### config.mk
export PLATFORM = sky130hd
export DESIGN_NAME = spc_ctrl
export DESIGN_NICKNAME = d
export VERILOG_FILES = /design/src/rtl/spc_pkg.sv /design/src/rtl/spc_ctrl.sv /design/src/rtl/spc_clk_div.sv /design/src/rtl/spc_watchdog.sv
export SDC_FILE = /design/constraint.sdc
export NUM_CORES = 1
export LEC_CHECK = 0
export ABC_AREA = 1
export BUFFER_PORTS_ARGS = -buffer_cell sky130_fd_sc_hd__buf_2
export CAP_MARGIN = 0
export CORE_AREA = 2 2 172 174
export CTS_CLUSTER_DIAMETER = 100
export DETAILED_ROUTE_END_ITERATION = 10
export DIE_AREA = 0 0 174 176
export SYNTH_ARGS = -nofsm -noshare
export SYNTH_HDL_FRONTEND = slang
export SYNTH_SLANG_ARGS = --single-unit
export TNS_END_PERCENT = 50
### constraint.sdc
create_clock -name clk -period 2.4 [get_ports clk]
set_clock_uncertainty 0.2 [all_clocks]
set_input_delay 0.12 -clock clk [delete_from_list [all_inputs] [get_ports clk]]
set_output_delay 0.12 -clock clk [all_outputs]
set_load 0.02 [all_outputs]
### src/rtl/spc_pkg.sv
// Constants and types shared by the power, clock and reset controller
package spc_pkg;

  // ***********************************************
  // Timing
  // ***********************************************
  localparam int unsigned CLK_HZ     = 100_000_000;
  localparam int unsigned WAKE_US    = 35;
  // Longest time, so the division rounds down
  localparam int unsigned WAKE_CYC   = WAKE_US * (CLK_HZ / 1_000_000);
  // Sync stages and state steps eat four cycles of the budget
  localparam int unsigned SETTLE_CYC = WAKE_CYC - 4;
  localparam logic [11:0] SETTLE_LAST = 12'(SETTLE_CYC - 1);
  localparam int unsigned LFO_HZ     = 40_000;
  localparam logic [1:0]  SWITCH_GAP = 2'h3;
  localparam logic [2:0]  RST_HOLD   = 3'h4;

  // ***********************************************
  // Oscillator, dividers, watchdog
  // ***********************************************
  localparam int unsigned MAIN_LO_MHZ = 24;
  localparam int unsigned MAIN_HI_MHZ = 32;
  localparam logic        OSC_SEL_24  = 1'b0;
  localparam logic        OSC_SEL_32  = 1'b1;
  localparam logic        OSC_SEL_RST = OSC_SEL_24;
  localparam int unsigned NUM_DIV     = 4;
  localparam int unsigned DIV_W       = 16;
  localparam int unsigned WDT_W       = 16;

  // ***********************************************
  // Types
  // ***********************************************
  typedef enum logic [2:0] {
    ST_SUPPLY_WAIT, ST_ACTIVE, ST_SLEEP, ST_DEEP, ST_HF_START, ST_SWITCH
  } spc_state_t;

  typedef enum logic [1:0] {MODE_ACTIVE, MODE_SLEEP, MODE_DEEP} spc_mode_t;

  typedef struct packed {
    logic cpu;
    logic flash;
    logic sram;
    logic periph;
  } spc_gate_t;

  typedef struct packed {
    logic watchdog;
    logic software;
    logic pin;
    logic brownout;
    logic power_on;
  } spc_cause_t;

  localparam spc_cause_t CAUSE_RST  = 5'h01;
  localparam spc_gate_t  GATE_ALL   = 4'hf;
  localparam spc_gate_t  GATE_NONE  = 4'h0;
  localparam spc_gate_t  GATE_SLEEP = 4'h1;

endpackage

### src/rtl/spc_ctrl.sv
// Power mode sequencer, clock gating, oscillator select and reset control
`timescale 1ns/1ps
module spc_ctrl
  import spc_pkg::*;
(
  input  wire logic                           clk,
  input  wire logic                           rst_n,
  input  wire logic                           supply_good,
  input  wire logic                           brownout,
  input  wire logic                           external_reset_pin_n,
  input  wire logic                           soft_rst_req,
  input  wire logic                           sleep_req,
  input  wire logic                           deep_req,
  input  wire logic                           wake_event,
  input  wire logic                           freq_sel,
  input  wire logic [NUM_DIV-1:0][DIV_W-1:0]  div_val,
  input  wire logic                           lfo_tick,
  input  wire logic                           wdt_enable,
  input  wire logic                           wdt_kick,
  input  wire logic [WDT_W-1:0]               wdt_timeout,
  input  wire logic                           cause_clr,
  output spc_mode_t                           mode_o,
  output spc_gate_t                           gate_o,
  output logic                                hf_osc_en_o,
  output logic                                osc_sel_o,
  output logic [NUM_DIV-1:0]                  periph_tick_o,
  output logic                                sys_rst_n_o,
  output spc_cause_t                          cause_o,
  output logic [WDT_W-1:0]                    wdt_count_o
);

  // ***********************************************
  // Declarations
  // ***********************************************
  spc_state_t       state_reg;
  spc_state_t       state_next;
  logic [11:0]      settle_reg;
  logic [11:0]      settle_next;
  logic [1:0]       gap_reg;
  logic [1:0]       gap_next;
  logic             osc_sel_next;
  spc_mode_t        mode_next;
  spc_gate_t        gate_next;
  logic             hf_next;
  logic             wake_meta_reg;
  logic             wake_sync_reg;
  logic [2:0]       hold_reg;
  logic [2:0]       hold_next;
  spc_cause_t       cause_next;
  spc_cause_t       src;
  logic             rst_src;
  logic             sys_active;
  logic             wdt_expire;

  // ***********************************************
  // Wake synchroniser
  // ***********************************************
  // Wake may arrive while the fast clock is restarting; two flops keep
  // metastability out, and these flops are never gated
  always_ff @(posedge clk or negedge rst_n) begin
    if (!rst_n) begin
      wake_meta_reg <= 1'b0;
      wake_sync_reg <= 1'b0;
    end else begin
      wake_meta_reg <= wake_event;
      wake_sync_reg <= wake_meta_reg;
    end
  end

  // ***********************************************
  // Reset sources and hold
  // ***********************************************
  // Pin and brown-out act on the reset output with no clock at all;
  // software and watchdog requests are stretched by the hold counter
  always_comb begin
    src.watchdog = wdt_expire;
    src.software = soft_rst_req;
    src.pin      = !external_reset_pin_n;
    src.brownout = brownout;
    src.power_on = 1'b0;
    rst_src      = |src;
    hold_next    = hold_reg;
    if (rst_src) begin
      hold_next = RST_HOLD;
    end else if (hold_reg != 3'h0) begin
      hold_next = hold_reg - 3'h1;
    end
  end

  assign sys_active  = (hold_reg != 3'h0) || src.pin || src.brownout;
  assign sys_rst_n_o = rst_n && !sys_active;

  // Cause record is reset only by power-on, so it survives the resets
  // it describes; a new reset replaces it, a running one adds bits
  always_comb begin
    cause_next = cause_o;
    if (cause_clr) begin
      cause_next = '0;
    end
    if (rst_src && hold_reg == 3'h0) begin
      cause_next = src;
    end else if (rst_src) begin
      cause_next = cause_next | src;
    end
  end

  always_ff @(posedge clk or negedge rst_n) begin
    if (!rst_n) begin
      hold_reg <= 3'h0;
      cause_o  <= CAUSE_RST;
    end else begin
      hold_reg <= hold_next;
      cause_o  <= cause_next;
    end
  end

  // ***********************************************
  // Mode sequencer
  // ***********************************************
  // Frequency change goes first, then deep sleep, then sleep
  always_comb begin
    state_next   = state_reg;
    settle_next  = settle_reg;
    gap_next     = gap_reg;
    osc_sel_next = osc_sel_o;
    if (sys_active) begin
      state_next   = ST_SUPPLY_WAIT;
      osc_sel_next = OSC_SEL_RST;
      settle_next  = 12'h0;
      gap_next     = 2'h0;
    end else begin
      case (state_reg)
        ST_SUPPLY_WAIT: begin
          if (supply_good) begin
            state_next = ST_ACTIVE;
          end
        end
        ST_ACTIVE: begin
          if (freq_sel != osc_sel_o) begin
            state_next = ST_SWITCH;
            gap_next   = 2'h0;
          end else if (deep_req) begin
            state_next = ST_DEEP;
          end else if (sleep_req) begin
            state_next = ST_SLEEP;
          end
        end
        ST_SLEEP: begin
          if (wake_sync_reg) begin
            state_next = ST_ACTIVE;
          end
        end
        ST_DEEP: begin
          if (wake_sync_reg) begin
            state_next  = ST_HF_START;
            settle_next = 12'h0;
          end
        end
        ST_HF_START: begin
          if (settle_reg >= SETTLE_LAST) begin
            state_next = ST_ACTIVE;
          end else begin
            settle_next = settle_reg + 12'h1;
          end
        end
        ST_SWITCH: begin
          // Clocks stay stopped around the source change
          if (gap_reg == 2'h1) begin
            osc_sel_next = freq_sel;
          end
          if (gap_reg == SWITCH_GAP) begin
            state_next = ST_ACTIVE;
          end else begin
            gap_next = gap_reg + 2'h1;
          end
        end
        default: begin
          state_next = ST_SUPPLY_WAIT;
        end
      endcase
    end
  end

  // Gating follows the next state so outputs are registered
  always_comb begin
    case (state_next)
      ST_ACTIVE: begin
        gate_next = GATE_ALL;
        hf_next   = 1'b1;
        mode_next = MODE_ACTIVE;
      end
      ST_SLEEP: begin
        gate_next = GATE_SLEEP;
        hf_next   = 1'b1;
        mode_next = MODE_SLEEP;
      end
      ST_DEEP: begin
        gate_next = GATE_NONE;
        hf_next   = 1'b0;
        mode_next = MODE_DEEP;
      end
      ST_HF_START: begin
        gate_next = GATE_NONE;
        hf_next   = 1'b1;
        mode_next = MODE_DEEP;
      end
      ST_SWITCH: begin
        gate_next = GATE_NONE;
        hf_next   = 1'b1;
        mode_next = MODE_ACTIVE;
      end
      default: begin
        gate_next = GATE_NONE;
        hf_next   = 1'b1;
        mode_next = MODE_ACTIVE;
      end
    endcase
  end

  always_ff @(posedge clk or negedge rst_n) begin
    if (!rst_n) begin
      state_reg   <= ST_SUPPLY_WAIT;
      settle_reg  <= 12'h0;
      gap_reg     <= 2'h0;
      osc_sel_o   <= OSC_SEL_RST;
      gate_o      <= GATE_NONE;
      hf_osc_en_o <= 1'b1;
      mode_o      <= MODE_ACTIVE;
    end else begin
      state_reg   <= state_next;
      settle_reg  <= settle_next;
      gap_reg     <= gap_next;
      osc_sel_o   <= osc_sel_next;
      gate_o      <= gate_next;
      hf_osc_en_o <= hf_next;
      mode_o      <= mode_next;
    end
  end

  // ***********************************************
  // Dividers and watchdog
  // ***********************************************
  // Dividers stop with the peripheral gate so no partial tick escapes
  for (genvar i = 0; i < NUM_DIV; i++) begin : g_div
    spc_clk_div u_div (
      .clk     (clk),
      .rst_n   (rst_n),
      .clear   (sys_active),
      .run     (gate_o.periph),
      .div_val (div_val[i]),
      .tick_o  (periph_tick_o[i])
    );
  end

  spc_watchdog u_wdt (
    .clk      (clk),
    .rst_n    (rst_n),
    .clear    (sys_active),
    .enable   (wdt_enable),
    .kick     (wdt_kick),
    .lfo_tick (lfo_tick),
    .timeout  (wdt_timeout),
    .count_o  (wdt_count_o),
    .expire_o (wdt_expire)
  );

  // ***********************************************
  // Checks
  // ***********************************************
  logic [12:0] wake_cnt_reg;
  always_ff @(posedge clk or negedge rst_n) begin
    if (!rst_n) begin
      wake_cnt_reg <= 13'h0;
    end else if (state_reg == ST_HF_START || (state_reg == ST_DEEP && wake_sync_reg)) begin
      wake_cnt_reg <= wake_cnt_reg + 13'h1;
    end else begin
      wake_cnt_reg <= 13'h0;
    end
  end

  AST_ACTIVE_CLK: assert property (@(posedge clk) disable iff (!rst_n)
    state_reg == ST_ACTIVE |-> gate_o == GATE_ALL && hf_osc_en_o)
    else $error("active mode without all clocks");
  AST_SLEEP_GATE: assert property (@(posedge clk) disable iff (!rst_n)
    state_reg == ST_SLEEP |-> !gate_o.cpu && !gate_o.flash && !gate_o.sram && gate_o.periph)
    else $error("sleep gating wrong");
  AST_SLEEP_WAKE: assert property (@(posedge clk) disable iff (!rst_n)
    state_reg == ST_SLEEP && wake_sync_reg && !sys_active |=> gate_o.cpu)
    else $error("sleep wake not immediate");
  AST_DEEP_HF: assert property (@(posedge clk) disable iff (!rst_n)
    state_reg == ST_DEEP |-> !hf_osc_en_o && gate_o == GATE_NONE)
    else $error("fast clock on in deep sleep");
  AST_DEEP_WAKE: assert property (@(posedge clk) disable iff (!rst_n)
    wake_cnt_reg <= 13'(WAKE_CYC))
    else $error("deep sleep wake over budget");
  AST_SUPPLY_HOLD: assert property (@(posedge clk) disable iff (!rst_n)
    state_reg == ST_SUPPLY_WAIT && !supply_good |=> state_reg == ST_SUPPLY_WAIT)
    else $error("mode entered without supply good");
  AST_BROWNOUT: assert property (@(posedge clk) disable iff (!rst_n)
    brownout |-> !sys_rst_n_o ##1 state_reg == ST_SUPPLY_WAIT)
    else $error("brown-out did not reset");
  AST_GLITCH: assert property (@(posedge clk) disable iff (!rst_n)
    $changed(osc_sel_o) && !$past(sys_active) |-> gate_o == GATE_NONE
      && $past(gate_o) == GATE_NONE)
    else $error("clock source changed while clocks ran");
  AST_WDT_CAUSE: assert property (@(posedge clk) disable iff (!rst_n)
    wdt_expire |=> cause_o.watchdog && !sys_rst_n_o)
    else $error("watchdog reset not logged");
  AST_PIN_RST: assert property (@(posedge clk) disable iff (!rst_n)
    !external_reset_pin_n |-> !sys_rst_n_o)
    else $error("reset pin ignored");
  AST_RST_INIT: assert property (@(posedge clk) disable iff (!rst_n)
    sys_active |=> osc_sel_o == OSC_SEL_24 && wdt_count_o == '0)
    else $error("reset did not restore defaults");

  COV_SLEEP: cover property (@(posedge clk) disable iff (!rst_n)
    state_reg == ST_SLEEP ##[1:20] state_reg == ST_ACTIVE);
  COV_DEEP: cover property (@(posedge clk) disable iff (!rst_n)
    state_reg == ST_HF_START ##1 state_reg == ST_ACTIVE);
  COV_SWITCH: cover property (@(posedge clk) disable iff (!rst_n)
    $rose(osc_sel_o));
  COV_WDT: cover property (@(posedge clk) disable iff (!rst_n) wdt_expire);

endmodule

### src/rtl/spc_clk_div.sv
// One peripheral clock divider producing a synchronous enable tick
`timescale 1ns/1ps
module spc_clk_div
  import spc_pkg::*;
(
  input  wire logic             clk,
  input  wire logic             rst_n,
  input  wire logic             clear,
  input  wire logic             run,
  input  wire logic [DIV_W-1:0] div_val,
  output logic                  tick_o
);

  logic [DIV_W-1:0] cnt_reg;
  logic [DIV_W-1:0] cnt_next;
  logic             tick_next;

  // Tick once every div_val+1 processor clocks, stopped while gated
  always_comb begin
    cnt_next  = cnt_reg;
    tick_next = 1'b0;
    if (clear || !run) begin
      cnt_next = '0;
    end else if (cnt_reg >= div_val) begin
      cnt_next  = '0;
      tick_next = 1'b1;
    end else begin
      cnt_next = cnt_reg + 1'b1;
    end
  end

  always_ff @(posedge clk or negedge rst_n) begin
    if (!rst_n) begin
      cnt_reg <= '0;
      tick_o  <= 1'b0;
    end else begin
      cnt_reg <= cnt_next;
      tick_o  <= tick_next;
    end
  end

  AST_DIV_PERIOD: assert property (@(posedge clk) disable iff (!rst_n)
    tick_o |-> cnt_reg == '0 && $past(cnt_reg) >= $past(div_val))
    else $error("divider tick without reaching divide value");

endmodule

### src/rtl/spc_watchdog.sv
// Watchdog counter stepped by the low-frequency oscillator tick
`timescale 1ns/1ps
module spc_watchdog
  import spc_pkg::*;
(
  input  wire logic             clk,
  input  wire logic             rst_n,
  input  wire logic             clear,
  input  wire logic             enable,
  input  wire logic             kick,
  input  wire logic             lfo_tick,
  input  wire logic [WDT_W-1:0] timeout,
  output logic      [WDT_W-1:0] count_o,
  output logic                  expire_o
);

  logic [WDT_W-1:0] count_next;
  logic             expire_next;

  // Not gated by any power mode, so it keeps counting in deep sleep
  always_comb begin
    count_next  = count_o;
    expire_next = 1'b0;
    if (clear || kick) begin
      count_next = '0;
    end else if (enable && lfo_tick) begin
      if (count_o >= timeout) begin
        count_next  = '0;
        expire_next = 1'b1;
      end else begin
        count_next = count_o + 1'b1;
      end
    end
  end

  always_ff @(posedge clk or negedge rst_n) begin
    if (!rst_n) begin
      count_o  <= '0;
      expire_o <= 1'b0;
    end else begin
      count_o  <= count_next;
      expire_o <= expire_next;
    end
  end

  AST_WDT_KICK: assert property (@(posedge clk) disable iff (!rst_n)
    kick |=> count_o == '0 && !expire_o)
    else $error("watchdog not cleared by service write");

endmodule

==> impl_metrics.csv, run 1 <==
group,metric,value,unit
status,status,"completed",
placement,port_buffers,127,
floorplanning,core_area,28500,µm²
logic_synthesis,seq_area_frac_synth,0.347,
critical_path,worstPathArrival,2.31,ns
power,p_leak,5.55,nW
logic_synthesis,async_flop_share,1.00,
logic_synthesis,synth_edf_count,0,
timing,worst_slack,0.188,ns
placement,routabilityCongestion,0.849,
placement,dp_hpwl,15700,µm
global_routing,antenna_found_initial,1,
logic_synthesis,yosysUniqueCellTypes,40,
floorplanning,die_h,176,µm
route,antenna_left,0,
clocking,cts_sinks,118,
floorplanning,fp.dieW,174,µm
global_routing,grt_max_degree,66,
global_routing,grt_pass1_wl,35900,µm
flow_run,maxCapViolations,0,
logic_synthesis,yosysWarningCount,0,
critical_path,worst_setup_path_start_kind,"flop",
placement,dp_slack,0.337,ns
global_routing,gr-total-overflow,0,
timing,min_period_over_period,0.922,
timing,final.setup.tns,0,ns
timing,relSlewSlack,0.514,
floorplanning,die_area,30600,µm²
timing,rsz0062_at_grt,"no",
clocking,clk_latency,0.42,ns
critical_path,worst-path-max-fanout,5,
route,firstDrtPassIters,5,
layout,syn_to_final_growth,22.0,%
logic_synthesis,ys_seq_elements,118,
logic_synthesis,synth_fp_nets,1344,
global_routing,gr-usage-all-layers,0.142,
timing,setup_viol,0,
clocking,clk_pin_slew_worst_paths,0.06,ns
floorplanning,initial_core_util,0.299,
clocking,postCtsSetupRepairBufs,0,
clocking,cts_tree,"built",
logic_synthesis,syn_inst,1160,
logic_synthesis,synth_area_per_cell,7.35,µm²
clocking,cts_root_buf,"clkbuf_16",
power,vdd_ir_drop_max,281,µV
layout,final_cell_mix,"nand2_1 (224), inv_1 (188), nor2_1 (133)",
route,highest_layer,"met5",
timing,period_minus_slack,2.21,ns
layout,final_common_cell,"nand2_1",
global_routing,grt_pass1_vias,7611,
layout,largest_register_ffs,64,
clocking,cts_max_level,4,
power,p_per_area,488,nW/µm²
logic_synthesis,syn-cell-area,8530,µm²
timing,hold_violations,0,
layout,insertedDiodeCount,0,
timing,worst_slew_pin_slew,0.729,ns
timing,finalMaxSlewViolations,0,
min_path,hold_path.class,"input pin to flop",
layout,drive_above_1_share,0.169,
route,post_drt_via_cell_ratio,4.59,
route,finalWirelength,21100,µm
route,drcViolationCount,0,
critical_path,end_kind,"flop",
route,vias,7873,
route,routedWlPerCell,12.3,µm
clocking,cts_buffer_depth,2,
clocking,cts_buffers,17,
route,drt_iter0_drc,491,
floorplanning,std_cell_rows,62,
timing,fmax,452,MHz
floorplanning,io_pins,128,
logic_synthesis,ys.flop_type,"dfrtp_1",
route,wl_met3,751,µm
layout,nets,1501,
critical_path,worst-setup-path-type,"flop to flop",
route,drt-met1-wl,10300,µm
critical_path,cp.required,2.49,ns
route,dr_wl_met2,9940,µm
-- area by class of cell --
type                       instances  area (µm²)
clock buffer                      20         447
clock inverter                    12         176
tap                              384         480
fill                            3059       18100
inverter                         198         749
multi-input combinational        822        4650
timing repair buffer             160         946
sequential                       118        2960
-- Yosys cell counts (7+ instances only) --
cell,number,area (µm²)
nor3_2,7,70.1
nand3_1,112,561
nand2_1,224,841
a21oi_1,64,320
o21ai_1,20,100
inv_1,188,706
inv_2,7,26.3
nand4_1,31,194
dfrtp_1,116,2900
nor2_1,133,499
o21ai_0,48,240
nor2_2,7,43.8
o21bai_1,14,105
nor3_1,18,90.1
nand3b_1,7,52.6
buf_4,16,120
ha_1,90,1130
-- kinds of logic (layout without fill, tap and decap cells) --
| family | after synthesis | after routing | share of synthesized area |
|---|---|---|---|
| AOI/OAI and AO/OA | 168 | 168 | 0.110 |
| xor gates and xnor gates | 6 | 6 | 0.00616 |
| adders and majority gates | 90 | 90 | 0.132 |
| buffers and inverters | 220 | 390 | 0.108 |
| DFF | 118 | 118 | 0.347 |
| and+or+nand+nor | 558 | 558 | 0.297 |
-- repair_timing --
action	CTS	global route
resized for setup	0	0
hold buffers	14	0
endpoints found under the hold margin	134	0
endpoints found under the setup margin	0	0
-- per-stage QoR --
stage	total power, mW	cells	utilization	hold slack, ns	area (µm²)
after floorplan	2.17	1160	-	-0.376	8530
after global placement	2.33	1668	0.338	-0.00804	9640
after detailed placement	2.34	1668	0.338	-0.0282	9640
after CTS	5.16	1714	0.364	0.0104	10400
after global routing	5.29	1714	0.364	0.0725	10400
final	5.08	1714	0.364	0.0361	10400
-- routing by layer --
layer / track usage / vias to the layer above
met5: 0 / -
met4: 0.0298 / 2
met3: 0.0297 / 12
met2: 0.238 / 157
met1: 0.189 / 3593
li1: - / 4109
-- critical path, cell delays in order (launching register included) --
cell and delay [ns]:
dfrtp_1 0.38, inv_1 0.08, ha_1 0.14, inv_1 0.06, nor2_4 0.12, inv_1 0.10, o21bai_1 0.33, o21ai_0 0.11
dlygate4sd3_1 0.57
-- report_power, final --
part / internal (mW) / total (mW) / leakage [nW] / switching (mW)
Combinational: 0.136 / 0.311 / 3.63 / 0.175
Clock: 1.77 / 2.76 / 0.300 / 0.996
Sequential: 2.00 / 2.00 / 1.62 / 0.00520
Total: 3.90 / 5.08 / 5.55 / 1.18
-- path summary, 6_finish.rpt --
| path | start | end | slack (ns) | cells after the start |
|---|---|---|---|---|
| max in group asynchronous | rst_n | g_div[2].u_div.cnt_reg[4] | 1.27 | 3 |
| worst min-delay path | deep_req | gate_o[0] | 0.04 | 8 |
| worst max-delay path | hold_reg[0] | cause_o[3] | 0.19 | 8 |
| min in group asynchronous | rst_n | wake_sync_reg | 0.05 | 3 |
| worst max register to register | hold_reg[0] | cause_o[3] | 0.19 | 8 |
| worst min register to register | wake_meta_reg | wake_sync_reg | 0.16 | 0 |
(Power assumes the default switching activity.)
==> run 2: changes to the inputs <==
--- a/config.mk
+++ b/config.mk
@@ -8,10 +8,11 @@
 export ABC_AREA = 1
 export BUFFER_PORTS_ARGS = -buffer_cell sky130_fd_sc_hd__buf_2
 export CAP_MARGIN = 0
-export CORE_AREA = 2 2 172 174
+export CORE_AREA = 2 2 125 127
 export CTS_CLUSTER_DIAMETER = 100
 export DETAILED_ROUTE_END_ITERATION = 10
-export DIE_AREA = 0 0 174 176
+export DIE_AREA = 0 0 127 129
+export PLACE_DENSITY = 0.8
 export SYNTH_ARGS = -nofsm -noshare
 export SYNTH_HDL_FRONTEND = slang
 export SYNTH_SLANG_ARGS = --single-unit
==> impl_metrics.csv, run 2 (synthesis results as in run 1) <==
group,metric,value,unit
route,routedWlPerCell,12.9,µm
placement,dp_hpwl,14300,µm
placement,dp.cells,1472,
timing,rsz0062_at_grt,"no",
floorplanning,io_pins,128,
route,finalWirelength,19600,µm
floorplanning,die_area,16400,µm²
layout,largest_register_ffs,64,
critical_path,cp.required,2.49,ns
critical_path,worst-setup-path-type,"flop to flop",
critical_path,critical_path.max_stage_delay,0.57,ns
floorplanning,std_cell_rows,45,
layout,final_common_cell,"nand2_1",
timing,setup_viol,0,
clocking,postCtsSetupRepairBufs,0,
power,p_leak,5.59,nW
critical_path,rr_endpoint,"cause_o[2]",
critical_path,path_cells,"inv_1 > ha_1 > inv_1 > nor2_4 > inv_1 > o21bai_2 > o21ai_0 > dlygate4sd3_1",
timing,relSlewSlack,0.449,
clocking,cts_sinks,118,
critical_path,cp_common_cell,"inv_1",
layout,drive_above_1_share,0.169,
route,drcViolationCount,0,
clocking,clk_latency,0.41,ns
route,post_drt_via_cell_ratio,5.28,
critical_path,crit_slowest_cell,"dlygate4sd3_1",
route,vias,8029,
clocking,cts_tree,"built",
clocking,cts_buffer_depth,2,
status,status,"completed",
clocking,cts_root_buf,"clkbuf_16",
placement,port_buffers,127,
floorplanning,initial_core_util,0.569,
critical_path,reg2reg_from,"hold_reg[0]",
clocking,clk_pin_slew_worst_paths,0.05,ns
timing,final.setup.tns,0,ns
placement,routabilityCongestion,0.902,
layout,fillers,1235,
global_routing,gr-usage-all-layers,0.250,
critical_path,r2r_cells,8,
critical_path,worstPathArrival,2.26,ns
power,p_per_area,510,nW/µm²
timing,fmax,460,MHz
placement,place_area,9410,µm²
layout,finish.instance_area,10200,µm²
layout,final_cell_mix,"nand2_1 (224), inv_1 (188), nor2_1 (133)",
critical_path,worst_setup_path_start_kind,"flop",
layout,layout.cells.non_filler,1520,
global_routing,gr-total-overflow,0,
critical_path,worst-path-max-fanout,5,
floorplanning,core_area,15000,µm²
timing,min_period_over_period,0.906,
global_routing,antenna_found_initial,2,
route,firstDrtPassIters,5,
route,drt_iter0_drc,531,
timing,hold_violations,0,
floorplanning,fp.dieW,127,µm
timing,worst_slew_pin_slew,0.823,ns
layout,nets,1502,
timing,period_minus_slack,2.17,ns
route,antenna_left,0,
global_routing,grt_max_degree,64,
critical_path,end_kind,"flop",
global_routing,grt_pass1_wl,33400,µm
floorplanning,die_h,129,µm
power,vdd_ir_drop_max,508,µV
layout,syn_to_final_growth,20.0,%
timing,finalMaxSlewViolations,0,
clocking,cts_max_level,4,
min_path,hold_path.class,"input pin to async pin",
critical_path,r2r_slack,0.23,ns
global_routing,grt_pass1_vias,7546,
flow_run,maxCapViolations,0,
clocking,cts_buffers,17,
[run 2: final cells by class]
cell class | instances | area [µm²] | area share
multi-input cells | 822 | 4650 | 0.455
flip-flops and latches | 118 | 2960 | 0.289
repair buffers | 161 | 968 | 0.0947
inverters | 198 | 749 | 0.0733
clock buffers | 22 | 464 | 0.0454
well taps | 188 | 235 | 0.0230
clock inverters | 10 | 200 | 0.0196
diodes | 1 | 2.50 | 0.000245
[run 2: worst max-delay path by stage]
stage	slack, ns	from	cells after the start	end
final	0.23	hold_reg[0]	8	cause_o[2]
after detailed placement	0.34	u_wdt.count_o[11]	7	u_wdt.count_o[11]
after CTS	0.16	hold_reg[0]	8	cause_o[3]
after global placement	0.38	u_wdt.count_o[11]	7	u_wdt.count_o[2]
after global routing	0.09	hold_reg[0]	8	cause_o[2]
after floorplan	0.46	u_wdt.count_o[11]	7	u_wdt.count_o[9]
[run 2: critical path, delay by kind of cell (launching register included)]
family / cells / cell delay, ns
buf+inv: 4 / 0.81
flops: 1 / 0.39
compound gates: 2 / 0.38
fa+ha+maj: 1 / 0.14
simple gates: 1 / 0.11
[run 2: through the flow]
stage           util  worst slack [ns]  hold WS, ns  total power [mW]
2_1_floorplan      -             0.462       -0.376              2.17
3_3_place_gp   0.628             0.377       -0.167              2.32
3_5_place_dp   0.628             0.337       -0.166              2.33
4_1_cts        0.682             0.163       0.0654              5.25
5_1_grt        0.683            0.0931        0.132              5.40
6_report       0.683             0.226        0.122              5.22
[run 2: timing repair]
item                                   CTS  global route
setup endpoints to repair                0             2
hold buffers                            15             0
resized for setup                        0             1
endpoints found under the hold margin  132             0
[run 2: where the power goes]
part	switching [mW]	leakage (nW)	internal, mW	total [mW]
registers	0.00531	1.62	2.00	2.01
clock network	0.903	0.328	2.00	2.90
logic	0.176	3.64	0.139	0.314
total	1.08	5.59	4.13	5.22
[run 2: layer usage]
| metal | share of wire | up-vias | track usage |
|---|---|---|---|
| li1 | - | 4113 | - |
| met1 | 0.44 | 3676 | 0.310 |
| met2 | 0.50 | 210 | 0.437 |
| met3 | 0.045 | 30 | 0.0524 |
| met4 | 0.016 | 0 | 0.0808 |
| met5 | 0 | - | 0 |
